### config.mk
export PLATFORM = sky130hd
export DESIGN_NAME = adc_ctl
export DESIGN_NICKNAME = d
export VERILOG_FILES = /design/src/common/adc_ctl_pkg.sv /design/src/adc_ctl.sv
export SDC_FILE = /design/constraint.sdc
export NUM_CORES = 1
export LEC_CHECK = 0
export BUFFER_PORTS_ARGS = -buffer_cell sky130_fd_sc_hd__buf_4
export CORE_MARGIN = 1
export CORE_UTILIZATION = 51
export CTS_CLUSTER_DIAMETER = 50
export CTS_CLUSTER_SIZE = 10
export DETAILED_ROUTE_END_ITERATION = 16
export GPL_TIMING_DRIVEN = 1
export PLACE_DENSITY = 0.77
export SLEW_MARGIN = 20
export SYNTH_ARGS = -nofsm -noshare
export SYNTH_HDL_FRONTEND = slang
export SYNTH_SLANG_ARGS = --single-unit
### constraint.sdc
create_clock -name sys_clk -period 4.4 [get_ports sys_clk]
set_input_delay 0.88 -clock sys_clk [delete_from_list [all_inputs] [get_ports sys_clk]]
set_output_delay 0.88 -clock sys_clk [all_outputs]
set_load 0.005 [all_outputs]
### src/common/adc_ctl_pkg.sv
package adc_ctl_pkg;
  // calibration mode field codes
  localparam logic [2:0] MODE_IDLE = 3'h0;
  localparam logic [2:0] MODE_INT_ZERO = 3'h4;
  localparam logic [2:0] MODE_INT_FULL = 3'h5;
  localparam logic [2:0] MODE_SYS_ZERO = 3'h6;
  localparam logic [2:0] MODE_SYS_FULL = 3'h7;
  // data widths
  localparam int WIDE_BITS = 24;
  localparam int NARROW_BITS = 16;
  // reset values
  localparam logic [23:0] OFFSET_RESET = 24'h800000;
  localparam logic [23:0] GAIN_RESET = 24'h555555;
  localparam logic [2:0] RANGE_RESET = 3'h7;
  localparam logic [2:0] RANGE_GAIN_ONE = 3'h7;
  // midscale code for bipolar zero
  localparam logic [23:0] MIDSCALE_CODE = 24'h800000;
  // power-up wait
  localparam int CLK_HZ = 10_000_000;
  localparam int POWERUP_US = 500;
  localparam int POWERUP_CYC = (CLK_HZ / 1_000_000) * POWERUP_US;
  // input selection source
  typedef struct packed {
    logic [3:0] chan;    // 0..9 selects input 1..10
    logic pseudo;        // 1 = pseudo-differential
  } chan_sel_t;
  // routed input pair
  typedef struct packed {
    logic [3:0] pos;     // positive input index 0..9
    logic [3:0] neg;     // negative input index, 4'hf = common pin
    logic use_ref;       // reference routed to input
    logic short_in;      // inputs shorted for internal zero cal
  } route_t;
endpackage

### src/adc_ctl.sv
`timescale 1ns/1ps
module adc_ctl
  import adc_ctl_pkg::*;
#(
  parameter int N_BITS = WIDE_BITS,
  parameter int POWERUP_CYCLES = POWERUP_CYC
) (
  // clock and reset
  input wire logic sys_clk,
  input wire logic rst_b,
  // mode field write
  input wire logic mode_wr,
  input wire logic [2:0] cal_mode_field,
  input wire logic done_clr,
  // configuration
  input wire logic [2:0] gain_range_bits,
  input wire logic bipolar,
  input wire chan_sel_t chan_sel,
  input wire logic [3:0] excitation_control_reg,
  input wire logic power_down,
  // modulator side
  input wire logic [N_BITS-1:0] raw_result,
  input wire logic raw_valid,
  input wire logic ref_missing_pin,
  // aux converter side
  input wire logic [N_BITS-1:0] aux_raw,
  input wire logic aux_valid,
  // routing and gain outputs
  output route_t route_ff,
  output logic [7:0] gain_ff,
  output logic [1:0] exc_a_ff,
  output logic [1:0] exc_b_ff,
  // results and status
  output logic [N_BITS-1:0] result_ff,
  output logic [N_BITS-1:0] aux_result_ff,
  output logic [N_BITS-1:0] offset_coef_ff,
  output logic [N_BITS-1:0] gain_coef_ff,
  output logic primary_done_flag,
  output logic cal_busy_ff,
  output logic cal_err_ff,
  output logic ref_missing_flag,
  output logic power_ok_ff
);

  // calibration sequencer states
  typedef enum logic [2:0] {
    ST_RUN = 3'b001,
    ST_ZERO = 3'b010,
    ST_FULL = 3'b100
  } cal_st_t;

  cal_st_t st_ff; // sequencer state
  logic is_internal_ff; // running cal is internal
  logic ref_s1_ff; // synchroniser stage one
  logic ref_s2_ff; // synchronised reference missing
  logic done_ff; // ready flag storage
  logic [$clog2(POWERUP_CYCLES+1)-1:0] pwr_cnt_ff; // power-up wait counter

  // two-flop synchroniser for the reference detector pin
  always_ff @(posedge sys_clk) begin
    if (!rst_b) begin
      ref_s1_ff <= 1'b0;
      ref_s2_ff <= 1'b0;
    end else begin
      ref_s1_ff <= ref_missing_pin;
      ref_s2_ff <= ref_s1_ff;
    end
  end

  // decode of a mode write
  wire start_zero = mode_wr && (cal_mode_field == MODE_SYS_ZERO ||
                                cal_mode_field == MODE_INT_ZERO);
  wire start_full = mode_wr && (cal_mode_field == MODE_SYS_FULL ||
                                cal_mode_field == MODE_INT_FULL);
  wire start_int = (cal_mode_field == MODE_INT_ZERO) ||
                   (cal_mode_field == MODE_INT_FULL);
  wire cal_active = (st_ff != ST_RUN);
  wire cal_abort = cal_active && ref_s2_ff;
  // completion of a calibration conversion, gated by the ready flag
  wire cal_sample = cal_active && raw_valid && !ref_s2_ff && !done_ff;
  wire conv_sample = !cal_active && raw_valid && !done_ff;

  // gain stage: each step down in range doubles the gain, range 7 is gain one
  wire [2:0] shift_amt = 3'(RANGE_GAIN_ONE - gain_range_bits);
  wire [7:0] range_gain = 8'(8'h01 << shift_amt);
  wire force_unity = (st_ff == ST_FULL) && is_internal_ff;

  // offset-corrected result; bipolar zero lands at midscale
  wire [N_BITS-1:0] mid = N_BITS'(MIDSCALE_CODE >> (WIDE_BITS - N_BITS));
  wire [N_BITS:0] diff = {1'b0, raw_result} - {1'b0, offset_coef_ff};
  wire [N_BITS:0] uni_sum = diff;
  wire [N_BITS+1:0] bip_sum = {diff[N_BITS], diff} + {2'b00, mid};
  // clamp out-of-range to all zeros or all ones
  wire uni_low = diff[N_BITS];
  wire bip_low = bip_sum[N_BITS+1];
  wire bip_high = !bip_sum[N_BITS+1] && bip_sum[N_BITS];
  wire [N_BITS-1:0] uni_code = uni_low ? '0 : uni_sum[N_BITS-1:0];
  wire [N_BITS-1:0] bip_code = bip_low ? '0 :
                               bip_high ? '1 : bip_sum[N_BITS-1:0];
  // a missing reference clamps the conversion result to all ones; aux_result_ff is not clamped
  wire [N_BITS-1:0] conv_code = ref_s2_ff ? '1 : (bipolar ? bip_code : uni_code);
  // auxiliary: no gain stage, raw already referred to full scale
  wire [N_BITS-1:0] aux_code = bipolar ? (aux_raw ^ mid) : aux_raw;

  // input pair routing
  wire [3:0] diff_pos = {chan_sel.chan[3:1], 1'b0};
  wire [3:0] diff_neg = {chan_sel.chan[3:1], 1'b1};
  wire [3:0] nxt_pos = chan_sel.pseudo ? chan_sel.chan : diff_pos;
  wire [3:0] nxt_neg = chan_sel.pseudo ? 4'hf : diff_neg;

  // current source routing: bits[1:0] source one, bits[3:2] source two
  // each pair: 01 = pin a, 10 = pin b, else off
  wire src1_a = excitation_control_reg[1:0] == 2'h1;
  wire src1_b = excitation_control_reg[1:0] == 2'h2;
  wire src2_a = excitation_control_reg[3:2] == 2'h1;
  wire src2_b = excitation_control_reg[3:2] == 2'h2;
  // count of 200 uA units on each pin, 2 means 400 uA
  wire [1:0] nxt_exc_a = 2'(src1_a) + 2'(src2_a);
  wire [1:0] nxt_exc_b = 2'(src1_b) + 2'(src2_b);

  // calibration sequencer
  always_ff @(posedge sys_clk) begin
    if (!rst_b) begin
      st_ff <= ST_RUN;
      is_internal_ff <= 1'b0;
    end else if (cal_abort || cal_sample) begin
      st_ff <= ST_RUN;
    end else if (start_zero) begin
      st_ff <= ST_ZERO;
      is_internal_ff <= start_int;
    end else if (start_full) begin
      st_ff <= ST_FULL;
      is_internal_ff <= start_int;
    end
  end

  // coefficient capture, skipped on abort
  always_ff @(posedge sys_clk) begin
    if (!rst_b) begin
      offset_coef_ff <= N_BITS'(OFFSET_RESET >> (WIDE_BITS - N_BITS));
      gain_coef_ff <= N_BITS'(GAIN_RESET >> (WIDE_BITS - N_BITS));
    end else if (cal_sample && st_ff == ST_ZERO) begin
      // raw zero reading kept as is; bipolar adds midscale after subtraction
      offset_coef_ff <= raw_result;
    end else if (cal_sample && st_ff == ST_FULL) begin
      gain_coef_ff <= raw_result;
    end
  end

  // ready flag: hardware set wins over software clear
  always_ff @(posedge sys_clk) begin
    if (!rst_b) begin
      done_ff <= 1'b0;
    end else if (cal_sample || conv_sample) begin
      done_ff <= 1'b1;
    end else if (done_clr || mode_wr) begin
      done_ff <= 1'b0;
    end
  end

  // results, error and status
  always_ff @(posedge sys_clk) begin
    if (!rst_b) begin
      result_ff <= '0;
      aux_result_ff <= '0;
      cal_err_ff <= 1'b0;
      cal_busy_ff <= 1'b0;
      ref_missing_flag <= 1'b0;
      primary_done_flag <= 1'b0;
    end else begin
      if (conv_sample) begin
        result_ff <= conv_code;
      end
      if (aux_valid) begin
        aux_result_ff <= aux_code;
      end
      // error sticks until the next mode write
      if (cal_abort) begin
        cal_err_ff <= 1'b1;
      end else if (mode_wr) begin
        cal_err_ff <= 1'b0;
      end
      cal_busy_ff <= (st_ff != ST_RUN) && !cal_abort && !cal_sample;
      ref_missing_flag <= ref_s2_ff;
      primary_done_flag <= done_ff;
    end
  end

  // routing and gain stage drive
  always_ff @(posedge sys_clk) begin
    if (!rst_b) begin
      route_ff <= '0;
      gain_ff <= 8'h01;
      exc_a_ff <= 2'h0;
      exc_b_ff <= 2'h0;
    end else begin
      route_ff.pos <= nxt_pos;
      route_ff.neg <= nxt_neg;
      route_ff.use_ref <= force_unity;
      route_ff.short_in <= (st_ff == ST_ZERO) && is_internal_ff;
      gain_ff <= force_unity ? 8'h01 : range_gain;
      exc_a_ff <= nxt_exc_a;
      exc_b_ff <= nxt_exc_b;
    end
  end

  // power-up wait; informs software, results are not blocked
  always_ff @(posedge sys_clk) begin
    if (!rst_b || power_down) begin
      pwr_cnt_ff <= '0;
      power_ok_ff <= 1'b0;
    end else if (pwr_cnt_ff != ($bits(pwr_cnt_ff))'(POWERUP_CYCLES)) begin
      pwr_cnt_ff <= pwr_cnt_ff + 1'b1;
      power_ok_ff <= 1'b0;
    end else begin
      power_ok_ff <= 1'b1;
    end
  end

  // checks
  done_set_a: assert property (@(posedge sys_clk) disable iff (!rst_b)
    (cal_sample || conv_sample) |=> ##1 primary_done_flag)
    else $error("ready flag not set after completion");
  abort_no_write_a: assert property (@(posedge sys_clk) disable iff (!rst_b)
    cal_abort |=> $stable(offset_coef_ff) && $stable(gain_coef_ff) && st_ff == ST_RUN)
    else $error("coefficients written on abort");
  unity_gain_a: assert property (@(posedge sys_clk) disable iff (!rst_b)
    force_unity |=> gain_ff == 8'h01 && route_ff.use_ref)
    else $error("internal full cal not at gain one");
  range_gain_a: assert property (@(posedge sys_clk) disable iff (!rst_b)
    (!force_unity && gain_range_bits == 3'h0) |=> gain_ff == 8'h80)
    else $error("range zero not gain 128");
  sys_zero_a: assert property (@(posedge sys_clk) disable iff (!rst_b)
    (mode_wr && cal_mode_field == MODE_SYS_ZERO && !cal_active) |=>
      st_ff == ST_ZERO && !is_internal_ff)
    else $error("system zero cal not started");
  sys_full_a: assert property (@(posedge sys_clk) disable iff (!rst_b)
    (mode_wr && cal_mode_field == MODE_SYS_FULL && !cal_active) |=> st_ff == ST_FULL)
    else $error("system full cal not started");
  pair_route_a: assert property (@(posedge sys_clk) disable iff (!rst_b)
    !chan_sel.pseudo |=> route_ff.neg == route_ff.pos + 4'h1)
    else $error("differential pair wrong");
  pseudo_route_a: assert property (@(posedge sys_clk) disable iff (!rst_b)
    chan_sel.pseudo |=> route_ff.neg == 4'hf)
    else $error("pseudo mode not on common pin");
  exc_combine_a: assert property (@(posedge sys_clk) disable iff (!rst_b)
    excitation_control_reg == 4'h5 |=> exc_a_ff == 2'h2 && exc_b_ff == 2'h0)
    else $error("combined source not on pin a");
  uni_zero_a: assert property (@(posedge sys_clk) disable iff (!rst_b)
    (conv_sample && !bipolar && !ref_s2_ff && raw_result == offset_coef_ff) |=>
      result_ff == '0)
    else $error("unipolar zero not all zeros");
  bip_mid_a: assert property (@(posedge sys_clk) disable iff (!rst_b)
    (conv_sample && bipolar && !ref_s2_ff && raw_result == offset_coef_ff) |=>
      result_ff == mid)
    else $error("bipolar zero not midscale");

endmodule

==> results.sh, run 1 <==
export IMPL_outcome="finished, final reports clean"
export IMPL_wl_met3_um=1120
export IMPL_total_power_uw=3270
export IMPL_post_cts_setup_buffers=0
export IMPL_dieArea_um2=12900
export IMPL_nNetsFinal=1036
export IMPL_wl_met2_um=8300
export IMPL_synthArstFlopShare=0
export IMPL_fp_row_count=40
export IMPL_avgViaCountPerCell=5.28
export IMPL_die_h_um=113
export IMPL_p_leak_uw=0.00375
export IMPL_layout_drive_gt1_share=0.250
export IMPL_drt_total_wl_um=17400
export IMPL_end_kind="flop"
export IMPL_postSynthAreaPerCell_um2=8.40
export IMPL_dp_hpwl_um=12800
export IMPL_gp_congestion=0.894
export IMPL_drt_first_pass_iters=5
export IMPL_rr_worst_depth=11
export IMPL_path_class="in -> reg"
export IMPL_grt_max_degree=68
export IMPL_cts_tree="yes"
export IMPL_cts_path_max_buffers=2
export IMPL_cp_required_ns=4.68
export IMPL_cts_sinks=143
export IMPL_crit_chain="buf_4 > inv_1 > ha_1 > inv_1 > fa_1 > a21o_1 > a221oi_1 > o21ai_0 > a21o_1 > o2111ai_2 > nand4b_2 > nand2_1 > a211oi_1"
export IMPL_power_density_nw_per_um2=384
export IMPL_critPathTopFamily="compound AO/OA/AOI/OAI gates"
export IMPL_r2r_end="result_ff[3]"
export IMPL_rsz0062_at_grt="false"
export IMPL_port_buffers=194
export IMPL_holdPathEnd="gain_coef_ff[23]"
export IMPL_worstMarginPinSlew_ns=0.999
export IMPL_syn_inst=755
export IMPL_synth_area_top_cells="dfxtp_1 (45%), nand2_1 (7.5%), a21oi_1 (5.6%)"
export IMPL_grt_pass1_vias=5586
export IMPL_holdPathStages=2
export IMPL_final_instance_count_excl_fill=1116
export IMPL_synth_cell_types=53
export IMPL_syn_to_final_growth_pct=34.1
export IMPL_dp_cells=1084
export IMPL_cap_violations=0
export IMPL_fin_crit_sh=0.854
export IMPL_io_pin_count=195
export IMPL_final_antenna_net_count=0
export IMPL_critical_path_startpoint="raw_result[0]"
export IMPL_yosys_most_used_dff="dfxtp_1"
export IMPL_n_antenna_cell=0
export IMPL_relSlewSlack=0.334
export IMPL_r2r_start="offset_coef_ff[0]"
export IMPL_worst_ep_arrival_time_ns=4.03
export IMPL_h_tree_depth=4
export IMPL_cts_resized=0
export IMPL_r2r_slack_ns=0.93
export IMPL_yosys_area_top_type="dfxtp_1"
export IMPL_crit_buf_inv=3
export IMPL_grt_pass1_wl_um=27600
export IMPL_first_iter_violations=376
export IMPL_hp_class="reg -> reg"
export IMPL_holdBufCountCts=0
export IMPL_dpl_instance_area_um2=7890
export IMPL_clock_latency_ns=0.42
export IMPL_grt_util_all_layers=0.273
export IMPL_start_util=0.526
export IMPL_grt_ovfl_total=0
export IMPL_cp_depth=13
export IMPL_finalSetupViolations=0
export IMPL_vias=5894
export IMPL_cp_slowest_cell="nand2_1"
export IMPL_avgRoutedWirePerCell_um=15.6
export IMPL_timing_setup_tns_ns=0
export IMPL_fin_crit_ns=3.76
export IMPL_synth_edf_count=0
export IMPL_netlist_area_leader_share=0.452
export IMPL_core_um2=12100
export IMPL_path_clk_slew_ns=0.05
export IMPL_ys_seq_elements=143
export IMPL_slew_violations=0
export IMPL_path_max_fanout=13
export IMPL_top_layer_used="met4"
export IMPL_hold_viol_final=0
export IMPL_max_freq_mhz=266
export IMPL_drc=0
export IMPL_slowest_delay_ns=0.43
export IMPL_syn_cell_area_um2=6340
export IMPL_clock_skew_ns=0.0138
export IMPL_root_buffer="clkbuf_16"
export IMPL_ys_warn_count=0
export IMPL_synth_nets=856
export IMPL_yosysSeqAreaShare=0.452
export IMPL_drt_met1_wl_um=7790
export IMPL_worstHoldStart="gain_coef_ff[23]"
export IMPL_peakVddDrop_v=0.000275
export IMPL_grt_antenna_before_repair=0
export IMPL_fin_area_um2=8500
export IMPL_cts_buffers=17
export IMPL_dieWidth_um=113
export IMPL_startpoint_type="input pin"
-- synthesized netlist by cell type (all sizes together) (2+ instances only) --
cell    instances
clkbuf         28
or3             5
xnor2          18
nor2           81
nand3          21
inv            34
and3           14
and2           17
a311oi          3
mux2i          24
nor2b           8
a211oi         14
a21boi          2
a21oi          71
nand2b         11
buf             7
or4b            2
nor3            6
ha             28
xor2           11
dfxtp         143
o21ai          31
nor3b           3
nand4           3
o31ai           3
a21o            9
o211ai         11
nand2         126
-- how the worst max path moves through the flow --
stage,endpoint,slack [ns]
2_1_floorplan,result_ff[17],0.95
3_3_place_gp,result_ff[0],0.37
3_5_place_dp,result_ff[7],0.25
5_1_grt,result_ff[3],0.40
4_1_cts,result_ff[3],0.63
6_report,result_ff[3],0.64
-- per-layer routing --
| metal | GRT usage | up-vias |
|---|---|---|
| li1 | - | 2915 |
| met1 | 0.352 | 2754 |
| met2 | 0.450 | 206 |
| met3 | 0.0675 | 19 |
| met4 | 0.0868 | 0 |
| met5 | 0 | - |
-- through the flow --
stage | hold WS [ns] | setup slack (ns) | util
6_report | 0.460 | 0.643 | 0.705
5_1_grt | 0.479 | 0.398 | 0.705
4_1_cts | 0.462 | 0.627 | 0.705
3_5_place_dp | 0.440 | 0.250 | 0.654
3_3_place_gp | 0.414 | 0.373 | 0.654
2_1_floorplan | 0.412 | 0.949 | -
-- where the power goes --
part	internal (uW)	switching (uW)
clock network	927	532
logic	203	218
registers	1350	32.6
total	2480	782
-- tightest hold or removal path: cells and delay by family, from the launching register on --
| family | cells | cell delay, ns |
|---|---|---|
| compound gates | 1 | 0.06 |
| simple gates | 1 | 0.05 |
| flops | 1 | 0.30 |
-- layout make-up --
class | count | area, um^2
repair buffers | 196 | 1470
well taps | 168 | 210
clock buffers | 25 | 515
clock inverters | 7 | 97.6
multi-input cells | 543 | 3210
flip-flops and latches | 143 | 2860
inverters | 34 | 129
fillers | 985 | 3560
-- layout by cell type (no fill, tap or decap), drive strengths merged, types with 5 or more instances in the layout --
cell    instances
dfxtp         143
buf           196
or3             5
nand2b         11
nor2           81
o211ai         11
mux2i          24
and3           14
o21ai          31
nand2         126
nor2b           8
ha             28
nand3          21
a21o            9
a211oi         14
xor2           11
clkbuf         25
a21oi          71
xnor2          18
nor3            6
inv            34
and2           17
-- cell families (layout without fill, tap and decap cells) --
kind of cell               count (synthesis)  in the layout  synth area share
and+or+nand+nor                          303            303             0.217
AOI/OAI and AO/OA                        157            157             0.152
DFF                                      143            143             0.452
buffers and inverters                     69            262            0.0414
adders and majority gates                 29             29            0.0584
xor gates and xnor gates                  29             29            0.0401
muxes                                     25             25            0.0397
-- flip-flops by register name (all words and copies together), names as in the netlist --
signal / count
result_ff: 24
ref_s1_ff: 1
is_internal_ff: 1
ref_s2_ff: 1
cal_err_ff: 1
power_ok_ff: 1
primary_done_flag: 1
route_ff: 10
st_ff: 3
aux_result_ff: 24
gain_coef_ff: 24
pwr_cnt_ff: 13
gain_ff: 8
exc_a_ff: 2
ref_missing_flag: 1
cal_busy_ff: 1
done_ff: 1
exc_b_ff: 2
offset_coef_ff: 24
Power figures use the tool's default switching activity.
==> run 2, diff against run 1 <==
Settings changed: CORE_UTILIZATION 51 to 55, PLACE_DENSITY 0.77 to 0.83.
Clock period 4.4 ns to 4.85 ns, I/O delays scaled along.
==> run 2 against run 1 <==
Compared with the run above: clock power is 9% lower; combinational power is 8.8% lower; global-route usage is 2.1 points higher; final cell count is 2.6% lower; non-clock buffer count stayed put; sequential share of layout area is 0.16 points higher; critical path depth stayed put; via count is 1.2% higher.
==> results.sh, run 2 (synthesis gave the netlist of run 1 again) <==
export IMPL_final_antenna_net_count=0
export IMPL_fp_row_count=38
export IMPL_first_iter_violations=387
export IMPL_drc=0
export IMPL_h_tree_depth=4
export IMPL_cts_tree="yes"
export IMPL_rr_worst_depth=11
export IMPL_final_cell_mix="buf_4 (196), dfxtp_1 (143), nand2_1 (126)"
export IMPL_layout_cells_most_common="buf_4"
export IMPL_fin_crit_ns=3.79
export IMPL_port_buffers=194
export IMPL_nNetsFinal=1036
export IMPL_avgViaCountPerCell=5.49
export IMPL_total_power_uw=2980
export IMPL_gp_congestion=0.944
export IMPL_cts_path_max_buffers=2
export IMPL_slew_violations=0
export IMPL_critical_path_startpoint="raw_result[0]"
export IMPL_dp_hpwl_um=12900
export IMPL_layout_drive_gt1_share=0.249
export IMPL_worst_ep_arrival_time_ns=4.08
export IMPL_root_buffer="clkbuf_16"
export IMPL_endpoint="result_ff[0]"
export IMPL_grt_antenna_before_repair=0
export IMPL_r2r_end="result_ff[0]"
export IMPL_drt_first_pass_iters=5
export IMPL_worstMarginPinSlew_ns=0.914
export IMPL_grt_ovfl_total=0
export IMPL_cts_sinks=143
export IMPL_timing_setup_tns_ns=0
export IMPL_clock_latency_ns=0.42
export IMPL_finalSetupViolations=0
export IMPL_grt_pass1_vias=5669
export IMPL_path_max_fanout=13
export IMPL_rsz0062_at_grt="false"
export IMPL_post_cts_setup_buffers=0
export IMPL_core_um2=11000
export IMPL_grt_max_degree=68
export IMPL_start_util=0.575
export IMPL_drt_total_wl_um=17200
export IMPL_grt_util_all_layers=0.294
export IMPL_grt_pass1_wl_um=26800
export IMPL_r2r_start="offset_coef_ff[0]"
export IMPL_final_util=0.767
export IMPL_worst_slack_ns=1.06
export IMPL_worstHoldStart="ref_s1_ff"
export IMPL_worst_hold_slack_ns=0.434
export IMPL_n_fill_cell=789
export IMPL_post_place_ws_ns=0.670
export IMPL_outcome="finished, final reports clean"
export IMPL_power_density_nw_per_um2=352
export IMPL_p_leak_uw=0.00375
export IMPL_avgRoutedWirePerCell_um=15.8
export IMPL_n_antenna_cell=0
export IMPL_cts_buffers=17
export IMPL_dieWidth_um=109
export IMPL_end_kind="flop"
export IMPL_holdBufCountCts=0
export IMPL_cp_required_ns=5.14
export IMPL_die_h_um=109
export IMPL_clock_skew_ns=0.00915
export IMPL_vias=5965
export IMPL_path_class="in -> reg"
export IMPL_dieArea_um2=12000
export IMPL_hold_viol_final=0
export IMPL_cts_resized=0
export IMPL_cap_violations=0
export IMPL_peakVddDrop_v=0.000315
export IMPL_fin_crit_sh=0.782
export IMPL_startpoint_type="input pin"
export IMPL_path_clk_slew_ns=0.06
export IMPL_syn_to_final_growth_pct=33.4
export IMPL_io_pin_count=195
export IMPL_max_freq_mhz=264
export IMPL_relSlewSlack=0.391
export IMPL_hp_class="reg -> reg"
export IMPL_r2r_slack_ns=1.43
## run 2: cell type report
class                   instances  area (um^2)  share of cell area
repair buffers                196         1470               0.174
multi-input cells             543         3210               0.380
well taps                     140          175              0.0207
clock inverters                 9          133              0.0157
flip-flops and latches        143         2860               0.338
inverters                      34          129              0.0152
clock buffers                  22          474              0.0561
## run 2: critical path: stages
cell	delay, ns
buf_4	0.11
inv_1	0.07
ha_1	0.16
inv_1	0.05
fa_1	0.39
a21o_1	0.19
a221oi_1	0.35
o21ai_0	0.31
a21o_1	0.31
o2111ai_2	0.29
nand4b_2	0.35
nand2_1	0.43
a211oi_1	0.09
## run 2: power breakdown
part | leakage [uW] | internal [uW] | switching, uW | total, uW
Clock | 0.000293 | 847 | 487 | 1330
Sequential | 0.00117 | 1230 | 29.0 | 1260
Combinational | 0.00229 | 185 | 201 | 385
## run 2: metrics by stage
stage | instance area, um^2 | cells
floorplan | 6340 | 755
global placement | 7850 | 1056
detailed placement | 7850 | 1056
CTS | 8460 | 1087
global route | 8460 | 1087
finish | 8460 | 1087
## run 2: per-layer routing
metal / global-route usage / up-vias / wire length [um]
met5: 0 / - / 0
met4: 0.116 / 0 / 374
met3: 0.0735 / 28 / 1280
met2: 0.484 / 224 / 8270
met1: 0.369 / 2785 / 7240
li1: - / 2928 / -
## run 2: how the worst min path moves through the flow
stage	end	slack, ns	cells after the start
after detailed placement	ref_s2_ff	0.42	1
final	ref_s2_ff	0.43	1
after floorplan	ref_s2_ff	0.41	1
after global placement	ref_s2_ff	0.42	1
after CTS	ref_s2_ff	0.44	1
after global routing	gain_coef_ff[1]	0.48	2
==> run 3, diff against run 2 <==
Settings changed: CORE_UTILIZATION 55 to 51, PLACE_DENSITY 0.83 to 0.77.
Clock period 4.85 ns to 3.7 ns, I/O delays scaled along.
==> run 3 against run 2 <==
Compared with the run above: via count decreased by 1.7%; count of clock-buffer cells in the layout decreased by 1; register-to-register slack got worse by 0.80 ns; final cell count increased by 2.8%; critical endpoint is now result_ff[16]; sequential power increased by 31%.
==> results.sh, run 3 (synthesis gave the netlist of run 1 again) <==
export IMPL_outcome="finished, final reports clean"
export IMPL_post_place_ws_ns=0.0603
export IMPL_grt_antenna_before_repair=0
export IMPL_layout_cells_most_common="buf_4"
export IMPL_worstHoldStart="ref_s1_ff"
export IMPL_total_power_uw=3680
export IMPL_holdPathStages=1
export IMPL_first_iter_violations=359
export IMPL_final_cell_mix="buf_4 (201), dfxtp_1 (143), nand2_1 (126)"
export IMPL_holdPathEnd="ref_s2_ff"
export IMPL_root_buffer="clkbuf_16"
export IMPL_hold_viol_final=0
export IMPL_finalSetupViolations=0
export IMPL_worst_slack_ns=0.506
export IMPL_post_cts_setup_buffers=0
export IMPL_gp_congestion=0.849
export IMPL_layout_drive_gt1_share=0.250
export IMPL_grt_ovfl_total=0
export IMPL_timing_setup_tns_ns=0
export IMPL_drt_met1_wl_um=7730
export IMPL_path_clk_slew_ns=0.05
export IMPL_cts_path_max_buffers=2
export IMPL_top_layer_used="met4"
export IMPL_clock_latency_ns=0.42
export IMPL_grt_pass1_vias=5597
export IMPL_cts_tree="yes"
export IMPL_clock_skew_ns=0.0103
export IMPL_drc=0
export IMPL_wl_met2_um=8170
export IMPL_cts_resized=0
export IMPL_fin_crit_sh=0.863
export IMPL_path_max_fanout=11
export IMPL_seq_area_um2=2860
export IMPL_r2r_end="result_ff[21]"
export IMPL_drt_total_wl_um=17200
export IMPL_dieArea_um2=12900
export IMPL_fin_crit_ns=3.19
export IMPL_rsz0062_at_grt="false"
export IMPL_power_density_nw_per_um2=436
export IMPL_cts_sinks=143
export IMPL_slew_violations=0
export IMPL_holdBufCountCts=0
export IMPL_avgRoutedWirePerCell_um=15.4
export IMPL_grt_pass1_wl_um=27400
export IMPL_syn_to_final_growth_pct=33.1
export IMPL_dp_hpwl_um=12900
export IMPL_r2r_slack_ns=0.63
export IMPL_r2r_start="offset_coef_ff[21]"
export IMPL_p_leak_uw=0.00374
export IMPL_drt_first_pass_iters=5
export IMPL_final_antenna_net_count=0
export IMPL_core_um2=12100
export IMPL_nNetsFinal=1041
export IMPL_io_pin_count=195
export IMPL_hp_class="reg -> reg"
export IMPL_startpoint_type="input pin"
export IMPL_port_buffers=194
export IMPL_peakVddDrop_v=0.000278
export IMPL_relSlewSlack=0.304
export IMPL_die_h_um=113
export IMPL_multiInputGateArea_um2=3210
export IMPL_grt_max_degree=48
export IMPL_n_fill_cell=969
export IMPL_path_class="in -> reg"
export IMPL_worst_ep_arrival_time_ns=3.48
export IMPL_h_tree_depth=4
export IMPL_cp_required_ns=3.98
export IMPL_grt_util_all_layers=0.273
export IMPL_avgViaCountPerCell=5.25
export IMPL_n_antenna_cell=0
export IMPL_dieWidth_um=113
export IMPL_start_util=0.526
export IMPL_cts_buffers=17
export IMPL_cap_violations=0
export IMPL_rr_worst_depth=10
export IMPL_max_freq_mhz=313
export IMPL_fp_row_count=40
export IMPL_end_kind="flop"
export IMPL_vias=5864
export IMPL_wl_met3_um=1070
export IMPL_worstMarginPinSlew_ns=1.04
## run 3: power by group
group	internal, uW	leakage (uW)	switching [uW]	total (uW)
combinational	247	0.00231	259	506
clock	922	0.000255	608	1530
sequential	1610	0.00117	38.1	1650
## run 3: layer usage
metal,vias to the layer above,GRT usage
met4,0,0.0886
met1,2731,0.357
met2,192,0.444
li1,2918,-
met3,23,0.0643
met5,-,0
## run 3: layout make-up
cell class              count  share of cell area
flip-flops and latches    143               0.339
clock buffers              21              0.0534
repair buffers            201               0.179
clock inverters             7             0.00786
well taps                 168              0.0249
inverters                  34              0.0151
multi-input cells         543               0.381
## run 3: worst max-delay path by stage
stage | startpoint | end | slack (ns) | cells past startpoint
final | raw_result[0] | result_ff[16] | 0.51 | 13
after global routing | raw_result[0] | result_ff[16] | 0.24 | 13
after CTS | raw_result[0] | result_ff[16] | 0.50 | 13
after detailed placement | raw_result[0] | result_ff[12] | 0.06 | 13
after global placement | raw_result[0] | result_ff[0] | 0.17 | 13
after floorplan | raw_result[0] | result_ff[17] | 0.39 | 13
## run 3: metrics by stage
stage               instances  hold WS (ns)  cell area, um^2  utilization
detailed placement       1089         0.434             7920        0.657
floorplan                 755         0.412             6340            -
global placement         1089         0.414             7920        0.657
finish                   1117         0.450             8440        0.700
global route             1117         0.471             8440        0.700
CTS                      1117         0.456             8440        0.700
## run 3: worst max-delay path, stage by stage
cell,delay (ns)
buf_4,0.11
inv_1,0.06
ha_1,0.15
inv_1,0.05
fa_1,0.39
a21o_1,0.20
a221oi_1,0.32
o21ai_0,0.22
a21o_1,0.25
o2111ai_2,0.29
nand4b_2,0.25
nand2_1,0.35
a211oi_1,0.08
